$ cat src/udt_pkg.sv
`default_nettype none

package udt_pkg;

    // ------------------------------------------------------------
    // Register offsets (byte addresses, one word each)
    // ------------------------------------------------------------
    localparam logic [7:0] UDT_OFS_CONTROL = 8'h00;
    localparam logic [7:0] UDT_OFS_MODE = 8'h04;
    localparam logic [7:0] UDT_OFS_COUNT_LOW = 8'h08;
    localparam logic [7:0] UDT_OFS_COUNT_HIGH = 8'h0C;
    localparam logic [7:0] UDT_OFS_RELOAD_LOW = 8'h10;
    localparam logic [7:0] UDT_OFS_RELOAD_HIGH = 8'h14;

    // ------------------------------------------------------------
    // Control register fields
    // ------------------------------------------------------------
    localparam int UDT_CTL_OVERFLOW_FLAG = 7;
    localparam int UDT_CTL_EXTERNAL_FLAG = 6;
    localparam int UDT_CTL_RECEIVE_CLOCK = 5;
    localparam int UDT_CTL_TRANSMIT_CLOCK = 4;
    localparam int UDT_CTL_TRIGGER_ENABLE = 3;
    localparam int UDT_CTL_RUN = 2;
    localparam int UDT_CTL_COUNTER_SELECT = 1;
    localparam int UDT_CTL_CAPTURE_RELOAD = 0;

    // ------------------------------------------------------------
    // Mode register fields
    // ------------------------------------------------------------
    localparam int UDT_MODE_CLOCK_OUT_EN = 1;
    localparam int UDT_MODE_DOWN_COUNT_EN = 0;

    // ------------------------------------------------------------
    // Reset values and limits
    // ------------------------------------------------------------
    localparam logic [7:0] UDT_CONTROL_RST = 8'h00;
    localparam logic [1:0] UDT_MODE_RST = 2'h0;
    localparam logic [15:0] UDT_COUNT_RST = 16'h0000;
    localparam logic [15:0] UDT_RELOAD_RST = 16'h0000;
    localparam logic [15:0] UDT_COUNT_ALL_ONES = 16'hFFFF;

    // ------------------------------------------------------------
    // Timing counts
    // ------------------------------------------------------------
    localparam int UDT_TIMER_DIV = 12;
    localparam int UDT_HALF_DIV = 2;
    localparam logic [3:0] UDT_TIMER_LAST = 4'(UDT_TIMER_DIV - 1);
    localparam logic [0:0] UDT_HALF_LAST = 1'(UDT_HALF_DIV - 1);

    typedef enum logic [1:0] {
        UDT_OP_CAPTURE = 2'b00,
        UDT_OP_RELOAD = 2'b01,
        UDT_OP_BAUD = 2'b10
    } udt_op_t;

    function automatic udt_op_t udt_decode_op(input logic rxClk, input logic txClk,
                                              input logic captureSel);
        udt_op_t op;
        if (rxClk || txClk) begin
            op = UDT_OP_BAUD;
        end else if (captureSel) begin
            op = UDT_OP_CAPTURE;
        end else begin
            op = UDT_OP_RELOAD;
        end
        return op;
    endfunction

endpackage

`default_nettype wire

$ cat src/udt_tick_if.sv
`timescale 1ns/1ps
`default_nettype none

// Count events from the prescaler and pin edge detectors
interface udt_tick_if;
    logic timerTick;
    logic halfTick;
    logic countFall;
    logic triggerFall;

    modport src (output timerTick, output halfTick, output countFall, output triggerFall);
    modport snk (input timerTick, input halfTick, input countFall, input triggerFall);
endinterface

`default_nettype wire

$ cat src/udt_timer.sv
// What this block does
// Sixteen-bit count from two cascaded bytes
// Counter select: clock/12 or count pin
// Count advances only while run bit set
// Capture, reload, baud chosen by three bits
// Down-count enable: direction pin picks up/down
// Up overflow at FFFF: flag, irq, reload; capture mode loads 0000 instead
// Down underflow at reload: flag, load FFFF
// Up/down wrap toggles external flag, no irq
// Clock-output mode gives 50% duty clock
// Clock-output counts at half peripheral clock
// Clock-output overflow reloads, raises no irq
// Output frequency clock/(4*(65536-reload))
// Generated clock driven on count pin
// Software sets up clock-out before run
// Baud and clock-out share reload pair
// Overflow flag only without serial clock; sticky
// Trigger falling edge captures or reloads, flags
// Serial clock bits force auto-reload
// Output enable turns count pin into output
// Clock-out pin toggles once per overflow
`timescale 1ns/1ps
`default_nettype none

module udt_timer
    import udt_pkg::*;
(
    // Clock and reset
    input wire logic clock,
    input wire logic arst_n,
    // Wishbone slave
    input wire logic wb_cyc_i,
    input wire logic wb_stb_i,
    input wire logic wb_we_i,
    input wire logic [7:0] wb_adr_i,
    input wire logic [3:0] wb_sel_i,
    input wire logic [31:0] wb_dat_i,
    output logic [31:0] wb_dat_o,
    output logic wb_ack_o,
    // Pins
    input wire logic countPinIn,
    output logic countPinOut,
    output logic countPinOe_n,
    input wire logic directionPin,
    // Interrupt request and serial clocks
    output logic timerIrq,
    output logic rxBaudTick,
    output logic txBaudTick
);

    // ------------------------------------------------------------
    // State
    // ------------------------------------------------------------
    logic [7:0] control;
    logic [7:0] next_control;
    logic clockOutEn;
    logic next_clockOutEn;
    logic downCountEn;
    logic next_downCountEn;
    logic [7:0] countLow;
    logic [7:0] next_countLow;
    logic [7:0] countHigh;
    logic [7:0] next_countHigh;
    logic [15:0] reload;
    logic [15:0] next_reload;
    logic clockOut;
    logic next_clockOut;
    logic pinOe_n;
    logic next_pinOe_n;
    logic irq;
    logic next_irq;
    logic rxTick;
    logic next_rxTick;
    logic txTick;
    logic next_txTick;
    logic ack;
    logic next_ack;
    logic [31:0] rdData;
    logic [31:0] next_rdData;

    udt_tick_if ticks ();

    udt_tick_gen u_tick (
        .clock(clock),
        .arst_n(arst_n),
        .countPin(countPinIn),
        .directionPin(directionPin),
        .ticks(ticks)
    );

    // ------------------------------------------------------------
    // Decoded mode
    // ------------------------------------------------------------
    udt_op_t op;
    logic serialClk;
    logic clockOutMode;
    logic upDown;
    logic countUp;
    logic countTick;
    logic [15:0] count;
    logic lowAtMax;
    logic overflow;
    logic underflow;
    logic trigger;
    logic wrap;

    always_comb begin
        count = {countHigh, countLow};
        op = udt_decode_op(control[UDT_CTL_RECEIVE_CLOCK], control[UDT_CTL_TRANSMIT_CLOCK],
                           control[UDT_CTL_CAPTURE_RELOAD]);
        serialClk = (op == UDT_OP_BAUD);
        clockOutMode = clockOutEn & ~control[UDT_CTL_COUNTER_SELECT];
        // Serial clocking ignores the down-count option
        upDown = downCountEn & (op == UDT_OP_RELOAD);
        countUp = ~upDown | directionPin;
        if (!control[UDT_CTL_RUN]) begin
            countTick = 1'b0;
        end else if (control[UDT_CTL_COUNTER_SELECT]) begin
            countTick = ticks.countFall;
        end else if (serialClk || clockOutMode) begin
            countTick = ticks.halfTick;
        end else begin
            countTick = ticks.timerTick;
        end
        lowAtMax = (countLow == 8'hFF);
        overflow = countTick & countUp & (count == UDT_COUNT_ALL_ONES);
        underflow = countTick & ~countUp & (count == reload);
        wrap = overflow | underflow;
        // Trigger edges are ignored while the timer clocks the serial port
        trigger = control[UDT_CTL_TRIGGER_ENABLE] & ticks.triggerFall & ~serialClk;
    end

    // ------------------------------------------------------------
    // Bus decode
    // ------------------------------------------------------------
    logic request;
    logic wrCycle;

    always_comb begin
        request = wb_cyc_i & wb_stb_i & ~ack;
        wrCycle = request & wb_we_i & wb_sel_i[0];
        next_ack = request;
        next_rdData = 32'h0000_0000;
        if (request && !wb_we_i) begin
            if (wb_adr_i == UDT_OFS_CONTROL) begin
                next_rdData = {24'h00_0000, control};
            end else if (wb_adr_i == UDT_OFS_MODE) begin
                next_rdData = {30'h0000_0000, clockOutEn, downCountEn};
            end else if (wb_adr_i == UDT_OFS_COUNT_LOW) begin
                next_rdData = {24'h00_0000, countLow};
            end else if (wb_adr_i == UDT_OFS_COUNT_HIGH) begin
                next_rdData = {24'h00_0000, countHigh};
            end else if (wb_adr_i == UDT_OFS_RELOAD_LOW) begin
                next_rdData = {24'h00_0000, reload[7:0]};
            end else if (wb_adr_i == UDT_OFS_RELOAD_HIGH) begin
                next_rdData = {24'h00_0000, reload[15:8]};
            end else begin
                next_rdData = 32'h0000_0000;
            end
        end
    end

    // ------------------------------------------------------------
    // Counter, reload pair and flags
    // ------------------------------------------------------------
    always_comb begin
        next_countLow = countLow;
        next_countHigh = countHigh;
        next_reload = reload;
        next_control = control;
        next_clockOutEn = clockOutEn;
        next_downCountEn = downCountEn;

        // Count step; high byte moves on carry or borrow of the low byte
        if (countTick) begin
            if (countUp) begin
                if (overflow) begin
                    if (op == UDT_OP_CAPTURE) begin
                        {next_countHigh, next_countLow} = 16'h0000;
                    end else begin
                        {next_countHigh, next_countLow} = reload;
                    end
                end else begin
                    next_countLow = countLow + 8'h01;
                    next_countHigh = lowAtMax ? countHigh + 8'h01 : countHigh;
                end
            end else if (underflow) begin
                {next_countHigh, next_countLow} = UDT_COUNT_ALL_ONES;
            end else begin
                next_countLow = countLow - 8'h01;
                next_countHigh = (countLow == 8'h00) ? countHigh - 8'h01 : countHigh;
            end
        end

        if (trigger) begin
            if (op == UDT_OP_CAPTURE) begin
                next_reload = count;
            end else begin
                {next_countHigh, next_countLow} = reload;
            end
        end

        // Software writes; a write to a count byte beats a step in the same cycle
        if (wrCycle) begin
            if (wb_adr_i == UDT_OFS_CONTROL) begin
                next_control = wb_dat_i[7:0];
            end else if (wb_adr_i == UDT_OFS_MODE) begin
                next_clockOutEn = wb_dat_i[UDT_MODE_CLOCK_OUT_EN];
                next_downCountEn = wb_dat_i[UDT_MODE_DOWN_COUNT_EN];
            end else if (wb_adr_i == UDT_OFS_COUNT_LOW) begin
                next_countLow = wb_dat_i[7:0];
            end else if (wb_adr_i == UDT_OFS_COUNT_HIGH) begin
                next_countHigh = wb_dat_i[7:0];
            end else if (wb_adr_i == UDT_OFS_RELOAD_LOW) begin
                next_reload[7:0] = wb_dat_i[7:0];
            end else if (wb_adr_i == UDT_OFS_RELOAD_HIGH) begin
                next_reload[15:8] = wb_dat_i[7:0];
            end
        end

        // Hardware sets win over a software clear in the same cycle
        if (wrap && !serialClk && !clockOutMode) begin
            next_control[UDT_CTL_OVERFLOW_FLAG] = 1'b1;
        end
        if (upDown) begin
            if (wrap) begin
                next_control[UDT_CTL_EXTERNAL_FLAG] = ~control[UDT_CTL_EXTERNAL_FLAG];
            end
        end else if (trigger) begin
            next_control[UDT_CTL_EXTERNAL_FLAG] = 1'b1;
        end
    end

    // ------------------------------------------------------------
    // Pin, interrupt and serial clock outputs
    // ------------------------------------------------------------
    always_comb begin
        // One toggle per overflow halves the overflow rate: 50% duty
        if (!clockOutMode) begin
            next_clockOut = 1'b0;
        end else if (overflow) begin
            next_clockOut = ~clockOut;
        end else begin
            next_clockOut = clockOut;
        end
        next_pinOe_n = ~next_clockOutEn;
        // External flag requests no interrupt in up/down mode
        next_irq = next_control[UDT_CTL_OVERFLOW_FLAG]
                 | (next_control[UDT_CTL_EXTERNAL_FLAG] & ~next_downCountEn);
        // Baud ticks share the reload pair with clock output
        next_rxTick = overflow & control[UDT_CTL_RECEIVE_CLOCK];
        next_txTick = overflow & control[UDT_CTL_TRANSMIT_CLOCK];
    end

    always_ff @(posedge clock or negedge arst_n) begin
        if (!arst_n) begin
            control <= UDT_CONTROL_RST;
            clockOutEn <= UDT_MODE_RST[UDT_MODE_CLOCK_OUT_EN];
            downCountEn <= UDT_MODE_RST[UDT_MODE_DOWN_COUNT_EN];
            countLow <= UDT_COUNT_RST[7:0];
            countHigh <= UDT_COUNT_RST[15:8];
            reload <= UDT_RELOAD_RST;
            clockOut <= 1'b0;
            pinOe_n <= 1'b1;
            irq <= 1'b0;
            rxTick <= 1'b0;
            txTick <= 1'b0;
            ack <= 1'b0;
            rdData <= 32'h0000_0000;
        end else begin
            control <= next_control;
            clockOutEn <= next_clockOutEn;
            downCountEn <= next_downCountEn;
            countLow <= next_countLow;
            countHigh <= next_countHigh;
            reload <= next_reload;
            clockOut <= next_clockOut;
            pinOe_n <= next_pinOe_n;
            irq <= next_irq;
            rxTick <= next_rxTick;
            txTick <= next_txTick;
            ack <= next_ack;
            rdData <= next_rdData;
        end
    end

    // ------------------------------------------------------------
    // Outputs straight from flops
    // ------------------------------------------------------------

    assign wb_ack_o = ack;
    assign wb_dat_o = rdData;
    assign countPinOut = clockOut;
    assign countPinOe_n = pinOe_n;
    assign timerIrq = irq;
    assign rxBaudTick = rxTick;
    assign txBaudTick = txTick;

endmodule // udt_timer

`default_nettype wire

$ cat src/udt_tick_gen.sv
`timescale 1ns/1ps
`default_nettype none

module udt_tick_gen
    import udt_pkg::*;
(
    // Clock and reset
    input wire logic clock,
    input wire logic arst_n,
    // Pins
    input wire logic countPin,
    input wire logic directionPin,
    // Events
    udt_tick_if.src ticks
);

    logic [3:0] prescale;
    logic [3:0] next_prescale;
    logic half;
    logic next_half;
    logic countPrev;
    logic triggerPrev;
    logic timerTick;
    logic next_timerTick;
    logic halfTick;
    logic next_halfTick;
    logic countFall;
    logic next_countFall;
    logic triggerFall;
    logic next_triggerFall;

    always_comb begin
        next_prescale = (prescale == UDT_TIMER_LAST) ? 4'h0 : prescale + 4'h1;
        next_timerTick = (prescale == UDT_TIMER_LAST);
        next_half = (half == UDT_HALF_LAST) ? 1'b0 : half + 1'b1;
        next_halfTick = (half == UDT_HALF_LAST);
        // Falling edges only; reset level high avoids a false first edge
        next_countFall = countPrev & ~countPin;
        next_triggerFall = triggerPrev & ~directionPin;
    end

    always_ff @(posedge clock or negedge arst_n) begin
        if (!arst_n) begin
            prescale <= 4'h0;
            half <= 1'b0;
            countPrev <= 1'b1;
            triggerPrev <= 1'b1;
            timerTick <= 1'b0;
            halfTick <= 1'b0;
            countFall <= 1'b0;
            triggerFall <= 1'b0;
        end else begin
            prescale <= next_prescale;
            half <= next_half;
            countPrev <= countPin;
            triggerPrev <= directionPin;
            timerTick <= next_timerTick;
            halfTick <= next_halfTick;
            countFall <= next_countFall;
            triggerFall <= next_triggerFall;
        end
    end

    assign ticks.timerTick = timerTick;
    assign ticks.halfTick = halfTick;
    assign ticks.countFall = countFall;
    assign ticks.triggerFall = triggerFall;

endmodule // udt_tick_gen

`default_nettype wire

$ cat config.mk
export PLATFORM = sky130hd
export DESIGN_NAME = udt_timer
export DESIGN_NICKNAME = d
export VERILOG_FILES = /design/src/udt_pkg.sv /design/src/udt_tick_if.sv /design/src/udt_timer.sv /design/src/udt_tick_gen.sv
export SDC_FILE = /design/constraint.sdc
export NUM_CORES = 1
export LEC_CHECK = 0
export BUFFER_PORTS_ARGS = -buffer_cell sky130_fd_sc_hd__buf_2
export CELL_PAD_IN_SITES_DETAIL_PLACEMENT = 1
export CELL_PAD_IN_SITES_GLOBAL_PLACEMENT = 1
export CORE_MARGIN = 1.5
export CORE_UTILIZATION = 35
export DETAILED_ROUTE_END_ITERATION = 12
export PLACE_DENSITY_LB_ADDON = 0.05
export SETUP_SLACK_MARGIN = 0.02
export SLEW_MARGIN = 20
export SYNTH_ARGS = -nofsm -noshare
export SYNTH_HDL_FRONTEND = slang
export SYNTH_SLANG_ARGS = --single-unit
$ cat constraint.sdc
create_clock -name clock -period 3.7 [get_ports clock]
set_input_delay 0.185 -clock clock [delete_from_list [all_inputs] [get_ports clock]]
set_output_delay 0.185 -clock clock [all_outputs]
set_load 0.03 [all_outputs]
Word level (Yosys, flattened, before mapping)
Index checks and enable logic that the tools add are counted.
Word-level totals
  input bits: 51
  word-level logic and storage cells: 146
  output and inout port bits: 38
  bits in registers: 91
Operators by class
  equality and inequality tests: 12
  mux-type cells: 63
  $add $sub $neg: 6
  bitwise operators: 31
  reduce and logical (&&, ||, !) cells: 12
Operators by type and width (number)
  $mux W8: 37
  $mux W16: 7
  $and A1 B1 Y1: 17
  $mux W1: 17
  $add A8 B1 Y8 const B: 2
  $eq A16 B16 Y1: 1
  $eq A16 B16 Y1 const B: 1
  $eq A8 B4 Y1 const B: 2
  $eq A8 B5 Y1 const B: 2
  $logic_not A8 Y1: 2
  $sub A8 B1 Y8 const B: 2
  $not A1 Y1: 11
  $eq A8 B3 Y1 const B: 1
  $eq A8 B8 Y1 const B: 1
  $add A4 B1 Y4 const B: 1
  $eq A4 B4 Y1 const B: 1
  $mux W4: 1
  $logic_and A1 B1 Y1: 3
  $logic_not A1 Y1: 3
  $or A1 B1 Y1: 3
  $eq A2 B1 Y1 const B: 1
  $eq A2 B2 Y1 const B: 1
  $logic_not A2 Y1: 1
  $logic_or A1 B1 Y1: 2
  other kinds (4): 4

Logic depth before layout (Yosys ltp)
  word-level depth: 19
  depth in mapped cells: 9
  gate-level depth less buffers: 8

Cells and area by module
Synthesis repeated with hierarchy kept, for this count alone.
Unflattened totals
  cells, all modules: 523
  area, all modules: 4554.4 um2
By module, submodules not included
  udt_timer: seq. area each 1402.6 um2, times used 1, cells each 499, area each 4180.3 um2
  udt_tick_gen: seq. area each 277.8 um2, times used 1, cells each 24, area each 374.1 um2

Worst setup path after synthesis
No wires, ideal clock.
  path type: register -> register
  start: register countLow[1]
  end: register countHigh[7]
  setup time: 0.133 ns
  period minus slack after synthesis: 2.199 ns
  path slack: 1.501 ns
  arrival: 2.066 ns
  stages on the path, launching flop included: 9
  cells stage by stage: dfrtp_1 ha_1 nand4_1 buf_2 or4_4 a21oi_2 nor4_1 a2111oi_1 nor3_1
Between the ends
  word-level cells in the longest chain between the ends: 12
  elaborated cells between the ends (all ways): 19
  classes of those cells: eq/ne: 3; mux: 13; bitwise: 2; reduce/logical: 1
Ends and longest elaborated chain
  start, declared: RTL line udt_timer.sv:60  | logic [7:0] countLow;
  start signal, assigned: RTL line udt_timer.sv:260  | countLow <= UDT_COUNT_RST[7:0];
  start signal, assigned: RTL line udt_timer.sv:274  | countLow <= next_countLow;
  $eq A16 B16 Y1, or another cell as far along: RTL line udt_timer.sv:127  | underflow = countTick & ~countUp & (count == reload);
  $and A1 B1 Y1, or another cell as far along: RTL line udt_timer.sv:127
  $mux W8, on equally long branches: RTL line udt_timer.sv:187, udt_timer.sv:177
  $mux W8 (*): RTL line udt_timer.sv:176  | if (countUp) begin
  $mux W8 (*): RTL line udt_timer.sv:175  | if (countTick) begin
  $mux W8: RTL line udt_timer.sv:196  | if (op == UDT_OP_CAPTURE) begin
  $mux W8 (*): RTL line udt_timer.sv:195  | if (trigger) begin
  $mux W8: RTL line udt_timer.sv:212  | end else if (wb_adr_i == UDT_OFS_COUNT_HIGH) begin
  $mux W8: RTL line udt_timer.sv:210  | end else if (wb_adr_i == UDT_OFS_COUNT_LOW) begin
  $mux W8: RTL line udt_timer.sv:207  | end else if (wb_adr_i == UDT_OFS_MODE) begin
  $mux W8: RTL line udt_timer.sv:205  | if (wb_adr_i == UDT_OFS_CONTROL) begin
  $mux W8 (*): RTL line udt_timer.sv:204  | if (wrCycle) begin
  via next_countHigh[7]: RTL line udt_timer.sv:63  | logic [7:0] next_countHigh;
  end signal, assigned: RTL line udt_timer.sv:261  | countHigh <= UDT_COUNT_RST[15:8];
  end signal, assigned: RTL line udt_timer.sv:275  | countHigh <= next_countHigh;
  end, declared: RTL line udt_timer.sv:62  | logic [7:0] countHigh;
The timed path passes the listed nets; every way through them passes the cells marked *.
A chain may end at the register's enable or synchronous reset.

Worst setup path in the final report
  start: register countLow[1]
  end: register countLow[3]
Between the ends
  word-level cells in the longest chain between the ends: 11
  elaborated cells between the ends (all ways): 16
  classes of those cells: add/sub: 2; eq/ne: 2; mux: 10; bitwise: 2
Ends and longest elaborated chain
  branches (longest 3 deep; another with $sub A8 B1 Y8)
  $mux W8 (*): RTL line udt_timer.sv:176
  $mux W8 (*): RTL line udt_timer.sv:175
  $mux W8: RTL line udt_timer.sv:196
  $mux W8 (*): RTL line udt_timer.sv:195
  $mux W8: RTL line udt_timer.sv:210
  $mux W8: RTL line udt_timer.sv:207
  $mux W8: RTL line udt_timer.sv:205
  $mux W8 (*): RTL line udt_timer.sv:204
  via next_countLow[3]: RTL line udt_timer.sv:61  | logic [7:0] next_countLow;
Mark *: on every way through the listed nets, which the timed path passes.

==> flow_summary.ini <==
[status]
outcome = complete, no violations

[grt]
grt_max_degree = 47
use_met1_pct = 35.3
grt_pass1_vias = 4533
grt_antenna_before_repair = 0
grt_pass1_wl_um = 27500
met2_usage_pct = 39.8
grt.overflow.total = 0
grt_most_used_layer = met2
grt_usage_pct = 25.5
use_met3_pct = 4.75

[worst_setup_path]
worstPathRequired_ns = 3.94
cp.arrival_ns = 3.10
reg2regPathDepth = 7
start_kind = register
worstPathMaxFanout = 7
crit_type = reg2reg
setup.worst_path.end_class = register

[min_path]
hold_depth = 3
hp-class = in2reg

[synthesis]
yosysSeqAreaShare_pct = 34.5
synth_edf_count = 0
syn-mean-instance-area_um2 = 8.74
synthMuxAreaShare_pct = 6.40
synth-simple-area-share_pct = 23.9
synth_compound_area_share_pct = 19.1
synth_seq_cells = 67
yosysMostFrequentCell = dfrtp_1
synth.top_cell.area_share_pct = 32.9
synth_warnings = 0
synth_top_family_by_area = simple AND/OR/NAND/NOR gates
synthTopCellsByArea = dfrtp_1 33%, a21oi_1 5.0%, buf_4 4.3%
synthXorXnorAreaFrac_pct = 5.40
synth_top_cell_by_area = dfrtp_1
yosys.cell_types.count = 76
synthFlopType = dfrtp_1
synth_fa_ha_area_share_pct = 1.54
synth_commonest_cells = 64 x dfrtp_1, 53 x nor2_1, 49 x a21oi_1, 38 x nand2_1, 28 x buf_4
syn_inst = 557
netlist_area_mm2 = 0.00487
async_reset_ff_share_pct = 100

[power]
cellLeakagePower_nw = 2.20
powerDensity_mw_per_mm2 = 364
ir_drop_mv = 0.216
power_mw = 1.98

[clock_network]
numCtsBuffers = 9
cts.sinks = 67
clock_latency_ns = 0.35
clk_pin_slew_ns = 0.06
h-tree-depth = 3
cts_resized = 0
tritoncts = done
cts_root_buffer = clkbuf_16
clockBufferDepth = 2

[sta]
slew_viol_final = 0
final.setup.tns_ns = 0
worstMarginPinSlew_ns = 0.878
finalCriticalPeriod_ns = 2.86
setup_viol = 0
fmax_mhz = 349
period_share_pct = 77.4
fin_skew_ns = 0.0103
final-hold-violation-count = 0
slew_headroom_pct = 41.1
rsz0062_at_grt = no

[die]
ios = 89
die_w_um = 121
row_count = 42
fp.dieArea_mm2 = 0.0146
dieHeight_um = 121
core_mm2 = 0.0134
start_util_pct = 36.3

[cells_and_area]
diodes = 0
fillCellCount = 1609
area_growth_pct = 11.9
design_area_mm2 = 0.00545
nets = 644
final_layout_size_suffix_gt1_share_pct = 18.6

[drt]
wire_per_inst_um = 22.9
drtAntennaViolNets = 0
drc = 0
drt_pass1_iterations = 4
first_iter_violations = 228
vias = 4476
wl_um = 17600
vias_per_cell = 5.83

[job]
max-cap-violations = 0

[place]
place_area_mm2 = 0.00511
gp_congestion = 0.869
portBuffers = 37
hpwl_um = 12900
## repair_timing
| item | 4_1_cts | 5_1_grt |
|---|---|---|
| buffers inserted | 0 | 0 |
| hold buffers | 3 | 0 |
| setup endpoints to repair | 0 | 0 |
| hold endpoints to repair | 24 | 0 |
## layer usage
metal | up-vias | wire length [µm]
met5 | - | 0
met2 | 136 | 8160
met4 | 0 | 484
met3 | 29 | 839
met1 | 2256 | 8080
li1 | 2055 | -
## state kept, by name (all words and copies together) (netlist names), 4 cells and up
| register | flops |
|---|---|
| reload | 16 |
| control | 8 |
| countHigh | 8 |
| countLow | 8 |
| wb_dat_o | 8 |
| u_tick.prescale | 4 |
## critical path: stages, from the launching register on
cell	delay (ns)
dfrtp_1	0.49
ha_1	0.30
nand4_1	0.36
or3_4	0.54
nor3_4	0.35
o21ai_1	0.13
a221o_1	0.35
o221a_2	0.22
## layout by cell type (no fill, tap or decap), drive strengths merged, types with 5 or more instances in the layout
| master | instances |
|---|---|
| clkbuf | 9 |
| dfrtp | 64 |
| o21ai | 28 |
| xnor2 | 7 |
| or3 | 10 |
| mux2 | 9 |
| a221oi | 5 |
| nand2b | 5 |
| nor3 | 27 |
| mux2i | 21 |
| a2111oi | 6 |
| a31oi | 8 |
| ha | 6 |
| nand4 | 7 |
| xor2 | 23 |
| and2 | 5 |
| nand3 | 28 |
| a21oi | 50 |
| conb | 24 |
| nor2b | 6 |
| a211oi | 7 |
| nor4 | 9 |
| and3 | 5 |
| nand2 | 39 |
| inv | 15 |
| o31ai | 6 |
| nor2 | 54 |
| buf | 56 |
## power breakdown
group | switching [mW] | internal [mW]
combinational | 0.204 | 0.0979
sequential | 0.0268 | 0.750
clock | 0.373 | 0.532
## path summary, 6_finish.rpt
check / from / slack, ns / to
worst min register to register: u_tick.half / 0.39 / u_tick.ticks.halfTick
worst max-delay path: countLow[1] / 0.84 / countLow[3]
worst max register to register: countLow[1] / 0.84 / countLow[3]
max in group asynchronous: arst_n / 2.37 / reload[13]
worst min-delay path: wb_cyc_i / 0.15 / wb_ack_o
min in group asynchronous: arst_n / 0.34 / wb_dat_o[2]
## per-stage QoR
stage          worst slack, ns  hold slack [ns]  utilization (%)  instances
2_1_floorplan             1.50           -0.111                -        580
3_3_place_gp             0.893            0.185             38.1        749
3_5_place_dp             0.897            0.188             38.1        749
4_1_cts                  0.880            0.142             40.7        768
5_1_grt                  0.634            0.189             40.7        768
6_report                 0.838            0.148             40.7        768
## final cells by class
class	count	area, µm²	area share [%]
sequential	67	1680	30.8
clock buffer	9	225	4.13
multi-input combinational	439	2840	52.2
timing repair buffer	59	358	6.57
inverter	11	41.3	0.758
clock inverter	7	81.3	1.49
tap	176	220	4.04
## kinds of logic (layout without fill, tap and decap cells)
| family | after synthesis | in the layout |
|---|---|---|
| compound gates | 139 | 139 |
| xor+xnor | 30 | 30 |
| fa+ha+maj | 6 | 6 |
| buf+inv | 74 | 86 |
| flops | 67 | 67 |
| mux | 30 | 30 |
| other cells | 1 | 24 |
| simple gates | 210 | 210 |
(Power assumes the default switching activity.)
